### src/hw/hsf_pkg.sv
// Purpose: Shared constants for the HDLC status / FIFO-information block
// Assumes: Byte-wide register port, 9-bit register address, one clock
// Notes:   Offsets, bit positions and reset values are named here only once
package hsf_pkg;
  ////////////////////////////////////////////////////////////////////////////
  // Device register offsets
  localparam logic [8:0] A_RX_CONTROL      = 9'h010;
  localparam logic [8:0] A_RX_BIT_SUPPRESS = 9'h011;
  localparam logic [8:0] A_RX_FIFO_CONTROL = 9'h087;
  localparam logic [8:0] A_RX_LATCHED      = 9'h094;
  localparam logic [8:0] A_RX_IRQ_MASK     = 9'h0a4;
  localparam logic [8:0] A_RX_REALTIME     = 9'h0b4;
  localparam logic [8:0] A_RX_BYTES_AVAIL  = 9'h0b5;
  localparam logic [8:0] A_RX_FIFO_DATA    = 9'h0b6;
  localparam logic [8:0] A_TX_LATCHED      = 9'h191;
  localparam logic [8:0] A_TX_IRQ_MASK     = 9'h1a1;
  localparam logic [8:0] A_TX_SPACE        = 9'h1b3;
  ////////////////////////////////////////////////////////////////////////////
  // Field positions
  localparam int unsigned RX_CTRL_RESET_BIT = 6;
  localparam int unsigned RX_LS_PKT_END     = 0;
  localparam int unsigned RX_LS_HWM         = 1;
  localparam int unsigned RX_LS_OVERRUN     = 5;
  localparam int unsigned RX_RT_HWM         = 1;
  localparam int unsigned RX_RT_PS_LSB      = 4;
  localparam int unsigned RX_BA_MSG_BIT     = 7;
  localparam int unsigned TX_LS_LWM         = 0;
  localparam int unsigned TX_LS_UNDERRUN    = 1;
  ////////////////////////////////////////////////////////////////////////////
  // Reset values and codes
  localparam logic [7:0] CFG_RESET  = 8'h00;
  localparam logic [7:0] MASK_RESET = 8'h00;
  localparam logic [2:0] PS_NONE    = 3'h0;
  localparam logic [2:0] PS_OVERRUN = 3'h4;
  ////////////////////////////////////////////////////////////////////////////
  // Host controller: AHB word offsets and command/status fields
  localparam logic [3:0] H_CMD         = 4'h0;
  localparam logic [3:0] H_STAT        = 4'h4;
  localparam int unsigned CMD_ADDR_LSB  = 0;
  localparam int unsigned CMD_WDATA_LSB = 16;
  localparam int unsigned CMD_WRITE_BIT = 24;
  localparam int unsigned STAT_BUSY_BIT = 0;
  localparam int unsigned STAT_IRQ_BIT  = 1;
  localparam int unsigned STAT_RD_LSB   = 8;
endpackage : hsf_pkg

### src/hw/hsf_if.sv
// Purpose: Byte-wide register port between host controller and device
// Assumes: Both ends on hclk; read strobe held two cycles, write one cycle
// Notes:   irq_out_n is active low and driven by the device only
`timescale 1ns/1ns
`default_nettype none
interface hsf_if;
  logic [8:0] addr;      // Register address
  logic [7:0] wdata;     // Write byte
  logic       rd;        // Read strobe, level
  logic       wr;        // Write strobe, one-cycle pulse
  logic [7:0] rdata;     // Read byte, registered in device
  logic       irq_out_n; // Interrupt, active low
  modport dev_mp  (input addr, wdata, rd, wr, output rdata, irq_out_n);
  modport host_mp (output addr, wdata, rd, wr, input rdata, irq_out_n);
endinterface : hsf_if
`default_nettype wire

### src/hw/hsf_evt_latch.sv
// Purpose: A group of latched event bits with mask and interrupt pending
// Assumes: Events are one-cycle pulses on hclk
// Notes:   Pending is separate from the latched bit so a read can release irq
`timescale 1ns/1ns
`default_nettype none
module hsf_evt_latch #(
  parameter int unsigned W = 8
) (
  // Clock and reset
  input  wire logic         hclk,
  input  wire logic         hresetn,
  // Events and host actions
  input  wire logic [W-1:0] set,
  input  wire logic [W-1:0] clr,
  input  wire logic         rd_ack,
  input  wire logic [W-1:0] mask,
  // State
  output logic      [W-1:0] latched,
  output logic              irq
);
  logic [W-1:0] pend; // Events not yet seen by a host read

  ////////////////////////////////////////////////////////////////////////////
  // Latched bits: write-one clears, a new event sets, set beats clear
  always_ff @(posedge hclk or negedge hresetn) begin
    if (!hresetn) begin
      latched <= '0;
    end else begin
      latched <= (latched & ~clr) | set;
    end
  end

  ////////////////////////////////////////////////////////////////////////////
  // Pending bits: dropped when the host reads the register
  always_ff @(posedge hclk or negedge hresetn) begin
    if (!hresetn) begin
      pend <= '0;
    end else if (rd_ack) begin
      pend <= set; // Event in the read cycle itself is kept
    end else begin
      pend <= pend | set;
    end
  end

  // Only unmasked pending events reach the interrupt
  assign irq = |(pend & mask);
endmodule : hsf_evt_latch
`default_nettype wire

### src/hw/hsf_dev.sv
// Purpose: Device end: HDLC status, masks, interrupt and FIFO information
// Assumes: HDLC engine and host port both run on hclk; no synchronisers
// Notes:   Read data is frozen at the first cycle of a read strobe
//
// Notes on behaviour
// - Latched bit holds until host clears it
// - Writing one clears latched bit, zero keeps
// - Cleared bit sets only on new event
// - Real-time bits follow condition, no history; the packet status field holds the last packet's status
// - Writes never touch real-time bits; a control write with bit six set clears the packet status field
// - Every HDLC latched event has mask bit
// - Unmasked event drives interrupt low
// - Interrupt released after host reads event
// - Transmit space count shows writable bytes
// - Space count stable for whole read
// - Host resets receive controller via bit six
// - Bytes-available: bit seven flag, count low
// - Flag clear: read status for packet field
// - Host enables packet-end and watermark interrupts
// - High-watermark is real-time above watermark
// - Overrun drops packet, empties FIFO, flags it
//
// The register addresses and the AHB-Lite slave port were left to the implementer.
`timescale 1ns/1ns
`default_nettype none
module hsf_dev (
  // Clock and reset
  input  wire logic       hclk,
  input  wire logic       hresetn,
  // Register port to the host
  hsf_if.dev_mp           bus,
  // Receive engine status
  input  wire logic       rx_pkt_end,
  input  wire logic [2:0] rx_pkt_status,
  input  wire logic       rx_overrun,
  input  wire logic       rx_hwm,
  input  wire logic [6:0] rx_level,
  input  wire logic       rx_msg_cont,
  input  wire logic [7:0] rx_data,
  // Receive engine control
  output logic            rx_pop,
  output logic            rx_flush,
  output logic            rx_ctrl_reset,
  output logic      [7:0] rx_control,
  output logic      [7:0] rx_bit_suppress,
  output logic      [7:0] rx_fifo_control,
  // Transmit engine status
  input  wire logic       tx_lwm,
  input  wire logic       tx_underrun,
  input  wire logic [6:0] tx_space
);
  import hsf_pkg::*;

  ////////////////////////////////////////////////////////////////////////////
  // Declarations
  logic       rd_q;        // Read strobe, one cycle late
  logic       rd_start;    // First cycle of a read
  logic       wr_rx_ls;    // Write to receive latched register
  logic       wr_tx_ls;    // Write to transmit latched register
  logic       hwm_q;       // Watermark level, one cycle late
  logic       lwm_q;       // Low-watermark level, one cycle late
  logic [2:0] pkt_stat;    // Packet status field
  logic [7:0] rx_mask;     // Receive interrupt enables, 1 = enabled
  logic [7:0] tx_mask;     // Transmit interrupt enables, 1 = enabled
  logic [7:0] rx_set;      // Receive event pulses
  logic [7:0] tx_set;      // Transmit event pulses
  logic [7:0] rx_ls;       // Receive latched bits
  logic [7:0] tx_ls;       // Transmit latched bits
  logic [7:0] rx_rt;       // Receive real-time register view
  logic [7:0] next_rdata;  // Read value chosen by address
  logic       rx_irq;      // Receive group interrupt
  logic       tx_irq;      // Transmit group interrupt

  ////////////////////////////////////////////////////////////////////////////
  // Strobe decode
  // Side effects of a read fire once, on its first cycle only
  assign rd_start = bus.rd & ~rd_q;
  assign wr_rx_ls = bus.wr & (bus.addr == A_RX_LATCHED);
  assign wr_tx_ls = bus.wr & (bus.addr == A_TX_LATCHED);

  // Delayed strobes and levels for edge detection
  always_ff @(posedge hclk or negedge hresetn) begin
    if (!hresetn) begin
      rd_q  <= 1'b0;
      hwm_q <= 1'b0;
      lwm_q <= 1'b0;
    end else begin
      rd_q  <= bus.rd;
      hwm_q <= rx_hwm;
      lwm_q <= tx_lwm;
    end
  end

  ////////////////////////////////////////////////////////////////////////////
  // Event pulses
  // Level conditions latch only on their rising edge, so a persisting
  // condition does not re-set a bit the host has just cleared
  always_comb begin
    rx_set                = '0;
    rx_set[RX_LS_PKT_END] = rx_pkt_end;
    rx_set[RX_LS_HWM]     = rx_hwm & ~hwm_q;
    rx_set[RX_LS_OVERRUN] = rx_overrun;
    tx_set                = '0;
    tx_set[TX_LS_LWM]     = tx_lwm & ~lwm_q;
    tx_set[TX_LS_UNDERRUN] = tx_underrun;
  end

  ////////////////////////////////////////////////////////////////////////////
  // Latched status groups
  hsf_evt_latch #(.W(8)) u_rx_latch (
    .hclk    (hclk),
    .hresetn (hresetn),
    .set     (rx_set),
    .clr     (wr_rx_ls ? bus.wdata : 8'h00),
    .rd_ack  (rd_start & (bus.addr == A_RX_LATCHED)),
    .mask    (rx_mask),
    .latched (rx_ls),
    .irq     (rx_irq)
  );

  hsf_evt_latch #(.W(8)) u_tx_latch (
    .hclk    (hclk),
    .hresetn (hresetn),
    .set     (tx_set),
    .clr     (wr_tx_ls ? bus.wdata : 8'h00),
    .rd_ack  (rd_start & (bus.addr == A_TX_LATCHED)),
    .mask    (tx_mask),
    .latched (tx_ls),
    .irq     (tx_irq)
  );

  ////////////////////////////////////////////////////////////////////////////
  // Interrupt output, registered so it is glitch free
  always_ff @(posedge hclk or negedge hresetn) begin
    if (!hresetn) begin
      bus.irq_out_n <= 1'b1;
    end else begin
      bus.irq_out_n <= ~(rx_irq | tx_irq);
    end
  end

  ////////////////////////////////////////////////////////////////////////////
  // Configuration and mask registers
  always_ff @(posedge hclk or negedge hresetn) begin
    if (!hresetn) begin
      rx_control      <= CFG_RESET;
      rx_bit_suppress <= CFG_RESET;
      rx_fifo_control <= CFG_RESET;
      rx_mask         <= MASK_RESET;
      tx_mask         <= MASK_RESET;
    end else if (bus.wr) begin
      unique case (bus.addr)
        A_RX_CONTROL: begin
          // Reset bit is self-clearing, never stored
          rx_control <= bus.wdata & ~(8'h01 << RX_CTRL_RESET_BIT);
        end
        A_RX_BIT_SUPPRESS: rx_bit_suppress <= bus.wdata;
        A_RX_FIFO_CONTROL: rx_fifo_control <= bus.wdata;
        A_RX_IRQ_MASK:     rx_mask         <= bus.wdata;
        A_TX_IRQ_MASK:     tx_mask         <= bus.wdata;
        default: begin
          // Status and read-only offsets keep their contents
        end
      endcase
    end
  end

  ////////////////////////////////////////////////////////////////////////////
  // Receive controller reset pulse and overrun flush
  always_ff @(posedge hclk or negedge hresetn) begin
    if (!hresetn) begin
      rx_ctrl_reset <= 1'b0;
      rx_flush      <= 1'b0;
    end else begin
      rx_ctrl_reset <= bus.wr & (bus.addr == A_RX_CONTROL)
                       & bus.wdata[RX_CTRL_RESET_BIT];
      rx_flush      <= rx_overrun;
    end
  end

  ////////////////////////////////////////////////////////////////////////////
  // Packet status field
  // Overrun wins over a same-cycle packet end: the packet is dropped anyway
  always_ff @(posedge hclk or negedge hresetn) begin
    if (!hresetn) begin
      pkt_stat <= PS_NONE;
    end else if (rx_overrun) begin
      pkt_stat <= PS_OVERRUN;
    end else if (rx_pkt_end) begin
      pkt_stat <= rx_pkt_status;
    end else if (rx_ctrl_reset) begin
      pkt_stat <= PS_NONE;
    end
  end

  ////////////////////////////////////////////////////////////////////////////
  // Real-time receive view, built fresh each cycle with no storage of its own
  always_comb begin
    rx_rt                                  = '0;
    rx_rt[RX_RT_HWM]                       = rx_hwm;
    rx_rt[RX_RT_PS_LSB +: 3]               = pkt_stat;
  end

  ////////////////////////////////////////////////////////////////////////////
  // Read multiplexer
  always_comb begin
    unique case (bus.addr)
      A_RX_CONTROL:      next_rdata = rx_control;
      A_RX_BIT_SUPPRESS: next_rdata = rx_bit_suppress;
      A_RX_FIFO_CONTROL: next_rdata = rx_fifo_control;
      A_RX_LATCHED:      next_rdata = rx_ls;
      A_RX_IRQ_MASK:     next_rdata = rx_mask;
      A_RX_REALTIME:     next_rdata = rx_rt;
      A_RX_BYTES_AVAIL:  next_rdata = {rx_msg_cont, rx_level};
      A_RX_FIFO_DATA:    next_rdata = rx_data;
      A_TX_LATCHED:      next_rdata = tx_ls;
      A_TX_IRQ_MASK:     next_rdata = tx_mask;
      A_TX_SPACE:        next_rdata = {1'b0, tx_space};
      default:           next_rdata = 8'h00; // Unmapped reads as zero
    endcase
  end

  ////////////////////////////////////////////////////////////////////////////
  // Read data capture
  // Captured once at the read's first edge and held for the rest of the
  // strobe, so a live count cannot change under the host mid-read
  always_ff @(posedge hclk or negedge hresetn) begin
    if (!hresetn) begin
      bus.rdata <= 8'h00;
    end else if (rd_start) begin
      bus.rdata <= next_rdata;
    end
  end

  ////////////////////////////////////////////////////////////////////////////
  // Receive FIFO pop, once per read of the data register
  always_ff @(posedge hclk or negedge hresetn) begin
    if (!hresetn) begin
      rx_pop <= 1'b0;
    end else begin
      rx_pop <= rd_start & (bus.addr == A_RX_FIFO_DATA);
    end
  end
endmodule : hsf_dev
`default_nettype wire

### src/flat_wrapper.sv
// flat-port wrapper written by rule: the top's interface ports become plain ports
module hsf_dev_flat import hsf_pkg::*;
  (hclk, hresetn, rx_pkt_end, rx_pkt_status, rx_overrun, rx_hwm, rx_level, rx_msg_cont, rx_data, rx_pop, rx_flush, rx_ctrl_reset, rx_control, rx_bit_suppress, rx_fifo_control, tx_lwm, tx_underrun, tx_space, bus_addr, bus_wdata, bus_rd, bus_wr, bus_rdata, bus_irq_out_n);
  hsf_if bus_i ();
  input  wire logic hclk;
  input  wire logic hresetn;
  input  wire logic rx_pkt_end;
  input  wire logic [2:0] rx_pkt_status;
  input  wire logic rx_overrun;
  input  wire logic rx_hwm;
  input  wire logic [6:0] rx_level;
  input  wire logic rx_msg_cont;
  input  wire logic [7:0] rx_data;
  output logic rx_pop;
  output logic rx_flush;
  output logic rx_ctrl_reset;
  output logic      [7:0] rx_control;
  output logic      [7:0] rx_bit_suppress;
  output logic      [7:0] rx_fifo_control;
  input  wire logic tx_lwm;
  input  wire logic tx_underrun;
  input  wire logic [6:0] tx_space;
  input wire logic [$bits(bus_i.addr)-1:0] bus_addr;
  input wire logic [$bits(bus_i.wdata)-1:0] bus_wdata;
  input wire logic [$bits(bus_i.rd)-1:0] bus_rd;
  input wire logic [$bits(bus_i.wr)-1:0] bus_wr;
  output wire logic [$bits(bus_i.rdata)-1:0] bus_rdata;
  output wire logic [$bits(bus_i.irq_out_n)-1:0] bus_irq_out_n;
  assign bus_i.addr = bus_addr;
  assign bus_i.wdata = bus_wdata;
  assign bus_i.rd = bus_rd;
  assign bus_i.wr = bus_wr;
  assign bus_rdata = bus_i.rdata;
  assign bus_irq_out_n = bus_i.irq_out_n;
  hsf_dev u_core (.hclk(hclk), .hresetn(hresetn), .bus(bus_i), .rx_pkt_end(rx_pkt_end), .rx_pkt_status(rx_pkt_status), .rx_overrun(rx_overrun), .rx_hwm(rx_hwm), .rx_level(rx_level), .rx_msg_cont(rx_msg_cont), .rx_data(rx_data), .rx_pop(rx_pop), .rx_flush(rx_flush), .rx_ctrl_reset(rx_ctrl_reset), .rx_control(rx_control), .rx_bit_suppress(rx_bit_suppress), .rx_fifo_control(rx_fifo_control), .tx_lwm(tx_lwm), .tx_underrun(tx_underrun), .tx_space(tx_space));
endmodule
### config.mk
export PLATFORM = sky130hd
export DESIGN_NAME = hsf_dev_flat
export DESIGN_NICKNAME = d
export VERILOG_FILES = /design/src/hw/hsf_pkg.sv /design/src/hw/hsf_if.sv /design/src/hw/hsf_evt_latch.sv /design/src/hw/hsf_dev.sv /design/src/flat_wrapper.sv
export SDC_FILE = /design/constraint.sdc
export NUM_CORES = 1
export LEC_CHECK = 0
export BUFFER_PORTS_ARGS = -buffer_cell sky130_fd_sc_hd__buf_2
export CORE_ASPECT_RATIO = 1.25
export CORE_MARGIN = 1.5
export CORE_UTILIZATION = 53
export DETAILED_ROUTE_END_ITERATION = 10
export PLACE_DENSITY = 0.77
export SLEW_MARGIN = 20
export SYNTH_ARGS = -nofsm -noshare
export SYNTH_HDL_FRONTEND = slang
export SYNTH_SLANG_ARGS = --single-unit
### constraint.sdc
create_clock -name hclk -period 1.6 [get_ports hclk]
set_input_delay 0.24 -clock hclk [delete_from_list [all_inputs] [get_ports hclk]]
set_output_delay 0.24 -clock hclk [all_outputs]
set_load 0.005 [all_outputs]
==> impl_metrics.py <==
metrics = {
    "status": {
        "status": "finished, violations left",
        "violations": "setup timing",
    },
    "logic_synthesis": {
        "synth-xor-area-share_pct": 0,
        "synth_edf_count": 0,
        "ys_ff_latch": 78,
        "syn_nets": 373,
        "seq_area_frac_synth_pct": 53.10,
        "postSynth.asyncResetShare_pct": 100.0,
        "synthTopCellsByArea": "dfrtp_1 (52%), mux2_2 (11%), mux2i_1 (2.4%), a22o_1 (2.4%), a21boi_0 (2.2%)",
        "avgSynthCellArea_um2": 11.46,
        "netlist_top_cells_count": "dfrtp_1 (77), mux2_2 (35), nand2_1 (20), nor2_1 (15), a21oi_1 (12)",
        "synth-main-ff-cell": "dfrtp_1",
        "synth-simple-area-share_pct": 12.99,
        "synth-adder-area-share_pct": 0,
        "syn-instance-count": 321,
        "yosysMostFrequentCell": "dfrtp_1",
        "synth_top_area_share_pct": 52.38,
        "ys_warn_count": 0,
        "synth_compound_gate_area_share_pct": 18.27,
        "synth_area_leader_cell": "dfrtp_1",
        "synth_mux_area_share_pct": 13.16,
        "synth_top_family_by_area": "compound AO/OA/AOI/OAI gates",
        "synth.distinct_cells": 51,
        "syn_area_mm2": 0.003679,
    },
    "power_and_ir_drop": {
        "vdd_ir_drop_max_v": 0.0007823,
        "swShare_pct": 24.08,
        "p_switching_w": 0.001023,
        "pwr-share-seq_pct": 48.8,
        "power_frac_clock_pct": 39.9,
        "intPower_w": 0.003225,
        "p_leak_nw": 2.436,
        "comb_power_share_pct": 11.3,
        "powerDensity_mw_per_mm2": 844.9,
    },
    "worst_setup_path": {
        "max_stage_delay_ps": 590,
        "critPathRequiredTime_ps": 1890,
        "cp.arrival_ps": 1960,
        "r2r_setup_slack_ps": 60,
        "critPathCaptureType": "flip-flop",
        "crit_fanout": 7,
        "rr_worst_depth": 5,
        "startpoint": "bus_addr[8]",
        "crit_end": "u_core.bus.rdata[5]$_DFFE_PN0P_",
        "path_cells": "buf_6 > or4_4 > or4_4 > o22ai_2 > a311oi_2 > a211oi_2",
        "cpMostUsedCell": "or4_4",
        "crit_slowest_cell": "or4_4",
        "start_kind": "primary input",
        "rr_endpoint": "u_core.bus.rdata[3]$_DFFE_PN0P_",
        "path_class": "primary input to flip-flop",
        "reg2reg_from": "u_core.rd_q$_DFF_PN0_",
    },
    "detailed_routing": {
        "routed_wl_mm": 11.22,
        "drtIter0Drc": 311,
        "postRouteAntennaNets": 0,
        "vias": 3369,
        "drt_pre_antenna_iters": 5,
        "avgRoutedWirePerCell_um": 20.06,
        "vias_per_cell": 6.027,
        "drc": 0,
    },
    "sta": {
        "layout_setup_ws_ps": -73.75,
        "worst_pin_slew_ps": 560.7,
        "min_period_ps": 1674,
        "period_share_pct": 104.6,
        "slew_viol_final": 0,
        "finalSetupViolations": 5,
        "clock.fmax_mhz": 597.5,
        "finalHoldViolations": 0,
        "fin_skew_ps": 11.08,
        "maxSlewHeadroom_pct": 62.54,
        "tns_ps": -243.5,
        "rsz0062_at_grt": "true",
    },
    "global_route": {
        "grt_start_max_net_pins": 37,
        "antenna_found_initial": 0,
        "overflow": 0,
        "grt_usage_pct": 31.22,
        "grt_first_pass_wirelength_mm": 16.97,
        "grt_pass1_vias": 3370,
    },
    "floorplanning": {
        "die_w_um": 77.52,
        "ioPinCount": 88,
        "initial_core_util_pct": 55.34,
        "core_area_mm2": 0.006648,
        "rows": 33,
        "die-area_mm2": 0.007453,
        "die_y_um": 96.15,
    },
    "cts": {
        "insertion_delay_ps": 370,
        "cts_made_buffers": 9,
        "cts.reportedPaths.clkPinSlew_ps": 80,
        "cts_root_buf": "clkbuf_8",
        "cts_max_level": 3,
        "clkSinkCount": 78,
        "cts_tree": "built",
        "cts_max_path_buffers": 2,
    },
    "place": {
        "gp_congestion": 0.9118,
        "place_inst": 538,
        "place_hpwl_mm": 8.225,
        "port_buffers": 86,
        "placed_area_mm2": 0.004678,
    },
    "finish": {
        "area_growth_pct": 36.67,
        "layout-drive-gt1-share_pct": 46.61,
        "nets": 519,
        "final_design_area_no_fill_mm2": 0.005027,
        "n_antenna_cell": 0,
        "stdcell_count": 559,
    },
    "worst_hold_path": {
        "hp-class": "primary input to flip-flop",
    },
    "run": {
        "maxCapViolCount": 0,
    },
}
-- final cells by class --
cell class	instances	area, um2
Multi-Input combinational cell	223	1732
Clock buffer	11	151.4
Sequential cell	78	1953
Tap cell	87	108.9
Timing Repair Buffer	153	993.5
Inverter	2	7.507
Fill cell	440	1620
Clock inverter	5	81.33
-- how the worst min path moves through the flow --
stage                           from  depth (start not counted)                               to  slack [ps]
after floorplan              hresetn                          0  u_core.bus.rdata[0]$_DFFE_PN0P_         -60
after global placement       hresetn                          1           u_core.lwm_q$_DFF_PN0_         240
after detailed placement     hresetn                          1           u_core.lwm_q$_DFF_PN0_         240
after CTS                     rx_hwm                          1           u_core.hwm_q$_DFF_PN0_           3
after global routing      rx_overrun                          1        u_core.rx_flush$_DFF_PN0_          50
final                     rx_overrun                          1        u_core.rx_flush$_DFF_PN0_          60
-- worst max-delay path, delay by kind of cell --
family          cells  cell delay (ps)
compound gates      3              510
simple gates        2             1120
buf+inv             1               90
-- power groups by stage --
| stage | Sequential, W | Clock [W] | Combinational (W) |
|---|---|---|---|
| finish | 0.00207 | 0.00169 | 0.000482 |
| global route | 0.00208 | 0.00179 | 0.000521 |
| CTS | 0.00207 | 0.00171 | 0.000472 |
| detailed placement | 0.00211 | 0 | 0.000460 |
| global placement | 0.00211 | 0 | 0.000446 |
| floorplan | 0.00211 | 0 | 0.000161 |
-- state kept, by name, summed over array words and instances, names as in the netlist, 7 cells and up --
| signal | count |
|---|---|
| u_core.bus.rdata | 8 |
| u_core.rx_bit_suppress | 8 |
| u_core.rx_control | 7 |
| u_core.rx_fifo_control | 8 |
| u_core.rx_mask | 8 |
| u_core.tx_mask | 8 |
| u_core.u_rx_latch.latched | 8 |
| u_core.u_tx_latch.latched | 8 |
-- placed cells by master, fill, tap and decap left out, drive strengths merged, types with 5 or more instances in the layout --
master,synthesis,layout
mux2,35,35
nor3b,6,6
nand3,6,6
clkbuf,11,11
a21o,10,10
a21boi,11,11
a21oi,12,12
and3,5,5
dfrtp,77,77
nor2b,7,7
mux2i,9,9
buf,7,149
nand2,20,20
nor2,15,15
a22oi,8,8
a22o,10,10
o21ai,10,10
-- per-stage QoR --
step / hold slack, ps / utilization [%] / power [W] / setup slack [ps]
after global routing: 51.36 / 75.63 / 0.004390 / -100.9
after detailed placement: 238.2 / 70.37 / 0.002569 / -435.4
after CTS: 2.609 / 74.95 / 0.004255 / -7.672
after floorplan: -55.59 / - / 0.002266 / -233.0
after global placement: 236.3 / 70.37 / 0.002555 / -390.2
final: 61.77 / 75.63 / 0.004247 / -73.75
-- layer usage --
metal / vias to the layer above / share of wire (%) / track usage [%] / routed length [um]
met5: - / 0 / 0 / 0
met4: 0 / 3.4 / 16.82 / 381
met3: 32 / 7.1 / 8.057 / 796
met2: 170 / 50 / 51.46 / 5565
met1: 1664 / 40 / 37.83 / 4472
li1: 1503 / - / - / -
-- cells by family (layout without fill, tap and decap cells) --
logic type,after synthesis,after routing
other,1,1
buffers and inverters,20,171
DFF,78,78
muxes,44,44
AOI/OAI and AO/OA,92,92
and+or+nand+nor,86,86
-- timing repair --
| action | CTS | global route |
|---|---|---|
| setup buffers | 1 | 1 |
| pin swaps | 1 | 7 |
| setup endpoints to repair | 3 | 6 |
| hold endpoints to repair | 35 | 1 |
| gates resized for setup | 7 | 8 |
| hold buffers | 3 | 1 |
Note: power is estimated with default switching activity, not from simulation.
